**config.mk**
```make
export PLATFORM = sky130hd
export DESIGN_NAME = ictl_top
export DESIGN_NICKNAME = d
export VERILOG_FILES = /design/src/rtl/ictl_pkg.sv /design/src/rtl/ictl_top.sv
export VERILOG_INCLUDE_DIRS = /design/src /design/src/rtl
export SDC_FILE = /design/constraint.sdc
export NUM_CORES = 1
export LEC_CHECK = 0
export BUFFER_PORTS_ARGS = -buffer_cell sky130_fd_sc_hd__buf_2
export CORE_ASPECT_RATIO = 1.25
export CORE_MARGIN = 8
export CORE_UTILIZATION = 40
export DETAILED_ROUTE_END_ITERATION = 7
export PLACE_DENSITY = 0.65
export SLEW_MARGIN = 20
export SYNTH_ARGS = -nofsm -noshare
export SYNTH_HDL_FRONTEND = slang
export SYNTH_SLANG_ARGS = --single-unit
```
**constraint.sdc**
```tcl
create_clock -name aclk -period 2.1 [get_ports aclk]
set_input_delay 0.42 -clock aclk [delete_from_list [all_inputs] [get_ports aclk]]
set_output_delay 0.42 -clock aclk [all_outputs]
set_load 0.01 [all_outputs]
```
**src/rtl/ictl_consts.svh**
```systemverilog
`ifndef ICTL_CONSTS_SVH
`define ICTL_CONSTS_SVH
// register byte addresses on the register bus
`define ICTL_A_SMC 8'h00
`define ICTL_A_EDGE 8'h04
`define ICTL_A_C0 8'h08
`define ICTL_A_C1 8'h0C
`define ICTL_A_C2 8'h10
`define ICTL_A_C3 8'h14
// supply_monitor_ctrl field positions
`define ICTL_SMC_LOW_BIT 5
`define ICTL_SMC_EN_BIT 4
`define ICTL_SMC_REF_BIT 3
// reset value of every control byte
`define ICTL_RST_BYTE 8'h00
// bus answers
`define ICTL_RESP_OKAY 2'h0
`define ICTL_RESP_SLVERR 2'h2
// timing: clock period and delay from supply-low flag to request
`define ICTL_CLK_NS 10
`define ICTL_MON_DELAY_NS 100000
`define ICTL_MON_DELAY_CYC ((`ICTL_MON_DELAY_NS + `ICTL_CLK_NS - 1) / `ICTL_CLK_NS)
`endif

```
**src/rtl/ictl_pkg.sv**
```systemverilog
`default_nettype none
package ictl_pkg;
	typedef struct packed {
		logic awready;
		logic wready;
		logic bvalid;
		logic [1:0] bresp;
		logic aw_held;
		logic w_held;
		logic wstrb0;
		logic [7:0] awaddr;
		logic [7:0] wdata;
		logic arready;
		logic rvalid;
		logic [1:0] rresp;
		logic [31:0] rdata;
		logic [2:0] thr;
		logic reference_buffer_enable;
		logic supply_monitor_enable;
		logic det_on;
		logic low_flag;
		logic [15:0] dly;
		logic ref_on;
		logic [11:0] thr_mv;
		logic [3:0] edge_sel;
		logic [1:0] sync1;
		logic [1:0] sync2;
		logic [1:0] last;
		logic [13:0] flag;
		logic [13:0] en;
		logic global_irq_enable;
		logic irq;
		logic [3:0] vec;
		logic wake;
	} ictl_state_t;
endpackage
`default_nettype wire

```
**src/rtl/ictl_top.sv**
```systemverilog
// The register offsets and the AXI4-Lite register port are this design's own decisions.
`include "ictl_consts.svh"
`default_nettype none
module ictl_top
	import ictl_pkg::*;
#(
	parameter logic [15:0] MON_DELAY_CYC = 16'(`ICTL_MON_DELAY_CYC)
)(
	input wire logic aclk,
	input wire logic aresetn,
	input wire logic [7:0] s_axi_awaddr,
	input wire logic s_axi_awvalid,
	output logic s_axi_awready,
	input wire logic [31:0] s_axi_wdata,
	input wire logic [3:0] s_axi_wstrb,
	input wire logic s_axi_wvalid,
	output logic s_axi_wready,
	output logic [1:0] s_axi_bresp,
	output logic s_axi_bvalid,
	input wire logic s_axi_bready,
	input wire logic [7:0] s_axi_araddr,
	input wire logic s_axi_arvalid,
	output logic s_axi_arready,
	output logic [31:0] s_axi_rdata,
	output logic [1:0] s_axi_rresp,
	output logic s_axi_rvalid,
	input wire logic s_axi_rready,
	input wire logic ext_pin_zero,
	input wire logic ext_pin_one,
	input wire logic [10:0] periph_evt,
	input wire logic supply_below_level,
	input wire logic low_supply_reset_en,
	input wire logic pin_zero_absent,
	input wire logic deep_sleep,
	input wire logic idle_mode,
	input wire logic stack_full,
	input wire logic irq_ack,
	output logic irq_req,
	output logic [3:0] irq_vector,
	output logic wake_req,
	output logic detector_on,
	output logic reference_on,
	output logic supply_low_flag,
	output logic [11:0] threshold_mv
);
	ictl_state_t s;
	ictl_state_t n;
	logic [13:0] set_ev;
	logic [13:0] pend;
	logic [13:0] avail;
	logic [1:0] pin_hit;
	logic mon_hit;
	logic do_write;
	logic [8:0] rd;
	logic [8:0] wmap;

	// trip level in millivolts for each threshold code
	function automatic logic [11:0] level_mv(input logic [2:0] c);
		case (c)
			3'h0: level_mv = 12'h7D0;
			3'h1: level_mv = 12'h898;
			3'h2: level_mv = 12'h960;
			3'h3: level_mv = 12'hA8C;
			3'h4: level_mv = 12'hBB8;
			3'h5: level_mv = 12'hCE4;
			3'h6: level_mv = 12'hE10;
			default: level_mv = 12'hFA0;
		endcase
	endfunction

	// edge qualification shared by both pins
	function automatic logic edge_hit(input logic [1:0] sel, input logic cur, input logic prev);
		edge_hit = (sel[0] & cur & ~prev) | (sel[1] & ~cur & prev);
	endfunction

	// lowest index wins so earlier sources outrank later ones
	function automatic logic [3:0] prio(input logic [13:0] p);
		prio = 4'h0;
		for (int i = 13; i >= 0; i--)
		begin
			if (p[i])
			begin
				prio = 4'(i);
			end
		end
	endfunction

	// read mux; bit 8 marks a mapped address, spare bits are constant zero
	function automatic logic [8:0] rd_reg(input logic [7:0] a, input ictl_state_t q);
		case (a)
			`ICTL_A_SMC: rd_reg = {1'b1, 2'b00, q.low_flag, q.supply_monitor_enable, q.reference_buffer_enable, q.thr};
			`ICTL_A_EDGE: rd_reg = {1'b1, 4'h0, q.edge_sel};
			`ICTL_A_C0: rd_reg = {1'b1, 1'b0, q.flag[1], q.flag[0], q.flag[2],
				q.en[1], q.en[0], q.en[2], q.global_irq_enable};
			`ICTL_A_C1: rd_reg = {1'b1, q.flag[9], q.flag[4], q.flag[8], q.flag[7],
				q.en[9], q.en[4], q.en[8], q.en[7]};
			`ICTL_A_C2: rd_reg = {1'b1, q.flag[11], q.flag[10], q.flag[13], q.flag[12],
				q.en[11], q.en[10], q.en[13], q.en[12]};
			`ICTL_A_C3: rd_reg = {1'b1, 1'b0, q.flag[3], q.flag[6], q.flag[5],
				1'b0, q.en[3], q.en[6], q.en[5]};
			default: rd_reg = 9'h000;
		endcase
	endfunction

	// whole block next state
	always_comb
	begin
		n = s;
		// pins: sync1 feeds only sync2, edges come from sync2 against last
		n.sync1 = {ext_pin_one, ext_pin_zero};
		n.sync2 = s.sync1;
		n.last = s.sync2;
		pin_hit[0] = edge_hit(s.edge_sel[1:0], s.sync2[0], s.last[0]) & ~pin_zero_absent;
		pin_hit[1] = edge_hit(s.edge_sel[3:2], s.sync2[1], s.last[1]);
		// monitor: off when disabled or in deepest sleep
		n.det_on = s.supply_monitor_enable & ~deep_sleep;
		n.low_flag = s.det_on & supply_below_level;
		mon_hit = s.low_flag && (s.dly == MON_DELAY_CYC - 16'h0001);
		if (!s.low_flag)
		begin
			n.dly = 16'h0000;
		end
		else if (s.dly != MON_DELAY_CYC)
		begin
			n.dly = s.dly + 16'h0001;
		end
		// request sources in priority order
		set_ev = {periph_evt[10:6], mon_hit, periph_evt[5:0], pin_hit};
		// service: core took the vector, so drop its flag and the global enable
		if (irq_ack && s.irq)
		begin
			n.global_irq_enable = 1'b0;
			n.flag[s.vec] = 1'b0;
		end
		// write channel capture; either order is accepted
		if (s_axi_awvalid && s.awready)
		begin
			n.aw_held = 1'b1;
			n.awaddr = s_axi_awaddr;
		end
		if (s_axi_wvalid && s.wready)
		begin
			n.w_held = 1'b1;
			n.wdata = s_axi_wdata[7:0];
			n.wstrb0 = s_axi_wstrb[0];
		end
		// decode of the held write address, only its mapped bit is used
		wmap = rd_reg(s.awaddr, s);
		do_write = s.aw_held && s.w_held && !s.bvalid;
		if (do_write)
		begin
			n.aw_held = 1'b0;
			n.w_held = 1'b0;
			n.bvalid = 1'b1;
			n.bresp = wmap[8] ? `ICTL_RESP_OKAY : `ICTL_RESP_SLVERR;
			if (s.wstrb0)
			begin
				case (s.awaddr)
					`ICTL_A_SMC:
					begin
						n.supply_monitor_enable = s.wdata[`ICTL_SMC_EN_BIT];
						n.reference_buffer_enable = s.wdata[`ICTL_SMC_REF_BIT];
						n.thr = s.wdata[2:0];
					end
					`ICTL_A_EDGE: n.edge_sel = s.wdata[3:0];
					`ICTL_A_C0: {n.flag[1], n.flag[0], n.flag[2], n.en[1], n.en[0], n.en[2],
						n.global_irq_enable} = s.wdata[6:0];
					`ICTL_A_C1: {n.flag[9], n.flag[4], n.flag[8], n.flag[7], n.en[9], n.en[4],
						n.en[8], n.en[7]} = s.wdata;
					`ICTL_A_C2: {n.flag[11], n.flag[10], n.flag[13], n.flag[12], n.en[11],
						n.en[10], n.en[13], n.en[12]} = s.wdata;
					`ICTL_A_C3: {n.flag[3], n.flag[6], n.flag[5], n.en[3], n.en[6],
						n.en[5]} = {s.wdata[6:4], s.wdata[2:0]};
					default: n.thr = s.thr;
				endcase
			end
		end
		if (s.bvalid && s_axi_bready)
		begin
			n.bvalid = 1'b0;
		end
		n.awready = ~n.aw_held;
		n.wready = ~n.w_held;
		// read channel: one read in flight, answer one cycle after address
		rd = rd_reg(s_axi_araddr, s);
		if (s_axi_arvalid && s.arready)
		begin
			n.rvalid = 1'b1;
			n.rdata = {24'h00_0000, rd[7:0]};
			n.rresp = rd[8] ? `ICTL_RESP_OKAY : `ICTL_RESP_SLVERR;
		end
		else if (s.rvalid && s_axi_rready)
		begin
			n.rvalid = 1'b0;
		end
		n.arready = ~n.rvalid;
		// hardware set wins over software clear or service clear
		n.flag = n.flag | set_ev;
		// wake only on a flag newly set by an event, preset flags stay quiet
		n.wake = (deep_sleep | idle_mode) & |(set_ev & ~s.flag);
		// pending = flag and own enable; pin zero counts for nothing when absent
		avail = {13'h1FFF, ~pin_zero_absent};
		pend = n.flag & n.en & avail;
		n.irq = n.global_irq_enable & (|pend) & ~stack_full;
		n.vec = prio(pend);
		n.ref_on = n.reference_buffer_enable | n.supply_monitor_enable | low_supply_reset_en;
		n.thr_mv = level_mv(n.thr);
	end

	// single register for all state, synchronous active-low reset
	always_ff @(posedge aclk)
	begin
		if (!aresetn)
		begin
			s <= '0;
		end
		else
		begin
			s <= n;
		end
	end

	// outputs are taken directly from the state register
	assign s_axi_awready = s.awready;
	assign s_axi_wready = s.wready;
	assign s_axi_bvalid = s.bvalid;
	assign s_axi_bresp = s.bresp;
	assign s_axi_arready = s.arready;
	assign s_axi_rvalid = s.rvalid;
	assign s_axi_rdata = s.rdata;
	assign s_axi_rresp = s.rresp;
	assign irq_req = s.irq;
	assign irq_vector = s.vec;
	assign wake_req = s.wake;
	assign detector_on = s.det_on;
	assign reference_on = s.ref_on;
	assign supply_low_flag = s.low_flag;
	assign threshold_mv = s.thr_mv;
endmodule
`default_nettype wire

```
Yosys cells after proc, flatten, opt, wreduce, memory -nomap -nowiden:

Index checks and enable logic that the tools add are counted.

* multiply operators: 0
* div/mod/pow operators: 0
* reductions and logical operators: 23
* muxes and demuxes: 45
* add/subtract/negate cells: 1
* bitwise operators: 37
* eq/ne operators: 18
* shifts and indexed selects: 0
* $lt $le $gt $ge: 2

Operators with widths (count)
* 9-bit one-hot mux with 6 select lines: 2
* 12-bit one-hot mux with 7 select lines: 1
* 29-bit two-way mux: 2
* 14-bit bitwise AND: 4
* 4-bit two-way mux: 9
* 8-bit by 4-bit equality test with 1-bit output (second input constant): 4
* 8-bit by 5-bit equality test with 1-bit output (second input constant): 4
* 14-bit inverter: 2
* 14-bit OR reduction: 2
* 3-bit two-way mux: 8
* 2-bit two-way mux: 9
* 16-bit by 1-bit adder with 16-bit output (second input constant): 1
* 16-bit by 14-bit equality test with 1-bit output (second input constant): 1
* 8-bit by 3-bit equality test with 1-bit output (second input constant): 2
* 8-bit logical NOT: 2
* 16-bit by 14-bit inequality test with 1-bit output (second input constant): 1
* 1-bit bitwise AND: 14
* 14-bit two-way mux: 1
* 14-bit bitwise OR: 1
* 1-bit inverter: 11
* 1-bit logical AND: 10
* 1-bit two-way mux: 10
* 5-bit two-way mux: 2
* 3-bit equality test (second input constant): 3
* 14 further kinds: 20

* latch bits: 0
* register bits: 117
* memories kept: 0
* input bits: 79
* ROM bits: 0
* output and inout port bits: 62
* bits in writable memories: 0

Longest topological paths before layout:

* depth in word-level cells: 26
* depth in mapped cells: 10
* depth with buffers taken out: 8

Worst setup path before layout:

No wires, ideal clock.

* path type: register -> register
* start: register s[130] (netlist name)
* end: register s, in the netlist irq_vector[1]
* required time: 1.997 ns
* cell stages (with the launch flop): 9
* arrival: 2.109 ns
* slack: -0.113 ns
* cell sequence: dfxtp_1 -> nor4_4 -> and4_4 -> buf_6 -> mux2i_1 -> o21ai_2 -> o21ai_2 -> o221ai_1 -> a2111oi_2

* longest elaborated chain between the ends: 18
* elaborated cells between the ends (all ways): 33
* classes of those cells: 4 x eq/ne; 25 x mux; 3 x bitwise; 1 x reduce/logical

RTL lines
* start, declared: line ictl_top.sv:46 `ictl_state_t s;`
* start signal, assigned: line ictl_top.sv:219 `s <= n;`
* 8-bit by 5-bit equality test with 1-bit output: line ictl_top.sv:158 `case (s.awaddr)`
* 4-bit two-way mux: line ictl_top.sv:158
* 29-bit two-way mux *: line ictl_top.sv:156 `if (s.wstrb0)`
* 29-bit two-way mux *: line ictl_top.sv:150 `if (do_write)`
* 14-bit bitwise OR: line ictl_top.sv:198 `n.flag = n.flag | set_ev;`
* 14-bit bitwise AND * (2 in series): line ictl_top.sv:203 `pend = n.flag & n.en & avail;`
* 4-bit two-way mux (5 in series): line ictl_top.sv:81 `if (p[i])`
* 3-bit two-way mux (4 in series): line ictl_top.sv:81
* 2-bit two-way mux (2 in series): line ictl_top.sv:81

Every way passes the cells marked *; elsewhere a longest branch is shown, timed or not.
A chain may end at the register's enable or synchronous reset.

Worst setup path in the final report:

* start: register s[128] (netlist name)
* end: register s, in the netlist irq_vector[1]

Same word-level chain as after synthesis.

==> impl_metrics.csv <==
group,metric,value,unit
synthesis,synth_xor_xnor_area_share,0.0203,
synthesis,synth_most_common_cell,"dfxtp_1",
floorplan,die_x,122,µm
grt,grt_pass1_vias,5323,
sta,drv_slew,0,
layout,syn_to_final_growth,31.5,%
clock_network,cts_buffer_depth,2,
worst_setup_path,worstReg2RegEnd,"irq_vector[1]",
layout,final_util,0.536,
grt,grt_max_degree,33,
synthesis,synthArstFlopShare,0,
synthesis,synth_mux_area_frac,0.0884,
clock_network,cts_max_level,4,
place,dp_slack,-0.193,ns
synthesis,syn_avg_cell_area,8.43,µm²
worst_setup_path,r2r_cells,7,
sta,timing.hold.ws,0.173,ns
sta,tightest_slew,0.538,ns
synthesis,synth-simple-area-share,0.231,
detailed_routing,drc_errors,0,
synthesis,ys_top_cells_by_count,"113 x dfxtp_1, 94 x nor2_1, 65 x nand2_1, 54 x buf_4, 47 x a21oi_1",
power_and_ir_drop,power_leakage,3.10,nW
synthesis,synthAdderAreaFrac,0.00446,
clock_network,cts_buffers,17,
worst_setup_path,crit_arrival,2.58,ns
worst_setup_path,critPathRequiredTime,2.40,ns
synthesis,ys_ff_latch,113,
clock_network,cts_tree,"yes",
floorplan,io_pins,141,
worst_setup_path,worstPathMaxFanout,6,
floorplan,start_util,0.408,
worst_setup_path,crit_path_cell_trace,"nor2b_1 -> nand4_1 -> buf_6 -> mux2_2 -> a21oi_2 -> nor2_4 -> a2111oi_2",
place,dpl.hpwl,12700,µm
sta,report.final.setup_viol,12,
synthesis,synthFlopType,"dfxtp_1",
detailed_routing,drt-pass1-iter-count,5,
synthesis,synth_seq_area_share,0.403,
worst_setup_path,crit_path_top_delay_cell,"dfxtp_1",
place,io_buffers,85,
detailed_routing,vias_per_cell,5.27,
power_and_ir_drop,peakVddDrop,0.548,mV
hold_path,hp-start,"deep_sleep",
place,place_congestion,0.932,
sta,max_freq,0.440,GHz
grt,track_usage,0.188,
clock_network,clkSinkCount,113,
floorplan,fp.coreArea,13800,µm²
layout,finish.instance_area,7380,µm²
run_status,violations,"negative setup slack",
detailed_routing,via_count,5194,
sta,fin_worst_skew,0.00671,ns
worst_setup_path,slowest_delay,0.41,ns
synthesis,synth.distinct_cells,70,
grt,grt-ovfl-total,0,
grt,grt_pass1_wl,26800,µm
worst_setup_path,crit_type,"flip-flop to flip-flop",
run_status,status,"complete, but fails checks",
floorplan,core.rowCount,48,
synthesis,synth_top_area_cell,"dfxtp_1",
worst_setup_path,startpoint_type,"flip-flop",
layout,diodes,0,
floorplan,fp.dieArea,18100,µm²
synthesis,synth_top_family_by_area,"simple AND/OR/NAND/NOR gates",
worst_setup_path,crit_start,"s[128]",
sta,finalHoldViolCount,0,
worst_setup_path,worst-path-buf-inv,1,
synthesis,synth.yosys.warnings,0,
floorplan,die_height,148,µm
hold_path,worstHoldPathType,"input pin to flip-flop",
synthesis,synth_area_leaders,"dfxtp_1 40%, buf_4 7.2%, nor2_1 6.3%",
clock_network,cts_hold_buf,0,
place,place_area,6440,µm²
clock_network,clock_latency,0.41,ns
detailed_routing,drt_iter0_markers,309,
clock_network,path_clk_slew,0.05,ns
layout,finalNetCount,880,
sta,finalCritPeriodShare,1.08,
synthesis,synth_edf_count,0,
synthesis,syn_area,5610,µm²
clock_network,root_buffer,"clkbuf_16",
layout,final_layout_size_suffix_gt1_frac,0.319,
detailed_routing,routedWlPerCell,17.3,µm
power_and_ir_drop,power_density,779,nW/µm²
grt,antenna_found_initial,0,
worst_setup_path,crit_path_end_kind,"flip-flop",
synthesis,netlist_instances,665,
sta,rsz0062_at_grt,"yes",
detailed_routing,ant_nets,0,
sta,setup_slack,-0.174,ns
detailed_routing,wirelength,17000,µm
sta,slew_headroom,0.641,
worst_setup_path,reg2reg_from,"s[128]",
synthesis,netlist.area_leader.share,0.403,
synthesis,synth-compound-area-share,0.145,
place,placed_cells,949,
worst_setup_path,crit_cells,7,
sta,finalCriticalPeriod,2.27,ns
worst_setup_path,r2r_slack,-0.17,ns
worst_setup_path,crit_end,"irq_vector[1]",
worst_setup_path,cpLargestDelayFamily,"simple AND/OR/NAND/NOR gates",
layout,final_cells,986,
run,cap_viol_max_count,0,
## registers in the layout, indices dropped and copies added (netlist names)
signal           flops
n                    4
s_axi_awready        1
s_axi_rresp          1
irq_vector           4
s                   75
s_axi_wready         1
irq_req              1
detector_on          1
s_axi_rdata          8
wake_req             1
s_axi_arready        1
s_axi_rvalid         1
s_axi_bresp          1
s_axi_bvalid         1
reference_on         1
supply_low_flag      1
threshold_mv        10
## cells by family after synthesis
logic type,Yosys count
and+or+nand+nor,261
xor gates and xnor gates,13
buffers and inverters,101
other,1
adders and majority gates,2
DFF,113
muxes,43
AOI/OAI and AO/OA,131
## stage by stage
stage / power, mW / TNS (ns)
6_report: 5.75 / -1.28
5_1_grt: 5.92 / -2.60
4_1_cts: 5.77 / -0.819
3_5_place_dp: 2.67 / -1.08
3_3_place_gp: 2.67 / -0.794
2_1_floorplan: 2.55 / -0.0473
## how the worst min path moves through the flow
stage,endpoint,slack [ns],cells past startpoint
2_1_floorplan,n[35],0.41,1
3_3_place_gp,n[35],0.43,1
3_5_place_dp,n[35],0.43,1
4_1_cts,detector_on,0.16,2
5_1_grt,detector_on,0.18,2
6_report,detector_on,0.17,2
## report_power, final
group / switching, mW / total, mW / internal (mW)
Sequential: 0.0548 / 2.26 / 2.20
Combinational: 0.238 / 0.397 / 0.159
Clock: 0.994 / 3.09 / 2.10
Total: 1.29 / 5.75 / 4.46
## final cells by class
class	count	area [µm²]
Clock buffer	22	484
Clock inverter	9	154
Fill cell	1278	6380
Inverter	23	86.3
Multi-Input combinational cell	479	3080
Sequential cell	113	2260
Tap cell	175	219
Timing Repair Buffer	165	1090
## metal layers
metal,vias up,share of wire,global-route usage
met1,2475,0.39,0.205
li1,2502,-,-
met3,34,0.062,0.0444
met2,183,0.52,0.333
met4,0,0.029,0.0872
met5,-,0,0
## repair_timing
action | 4_1_cts | 5_1_grt
buffers inserted | 3 | 3
pin swaps | 12 | 6
cloned | 1 | 0
gates resized for setup | 25 | 29
endpoints found under the setup margin | 13 | 19
## cells in the final DEF (no fill, tap or decap), types with 10 or more instances in the layout
master     Yosys  routed
nor2_1        94      91
clkbuf_16      0      17
mux2i_1       29      24
dfxtp_1      113     112
inv_1         22      22
o21ai_0       28      25
nand2_1       65      62
a21oi_1       47      40
buf_6          2      10
nand3_1       17      17
and2_1        12      12
buf_4         54      68
conb_1         1      28
buf_2          2      85
Note: power is estimated with default switching activity, not from simulation.
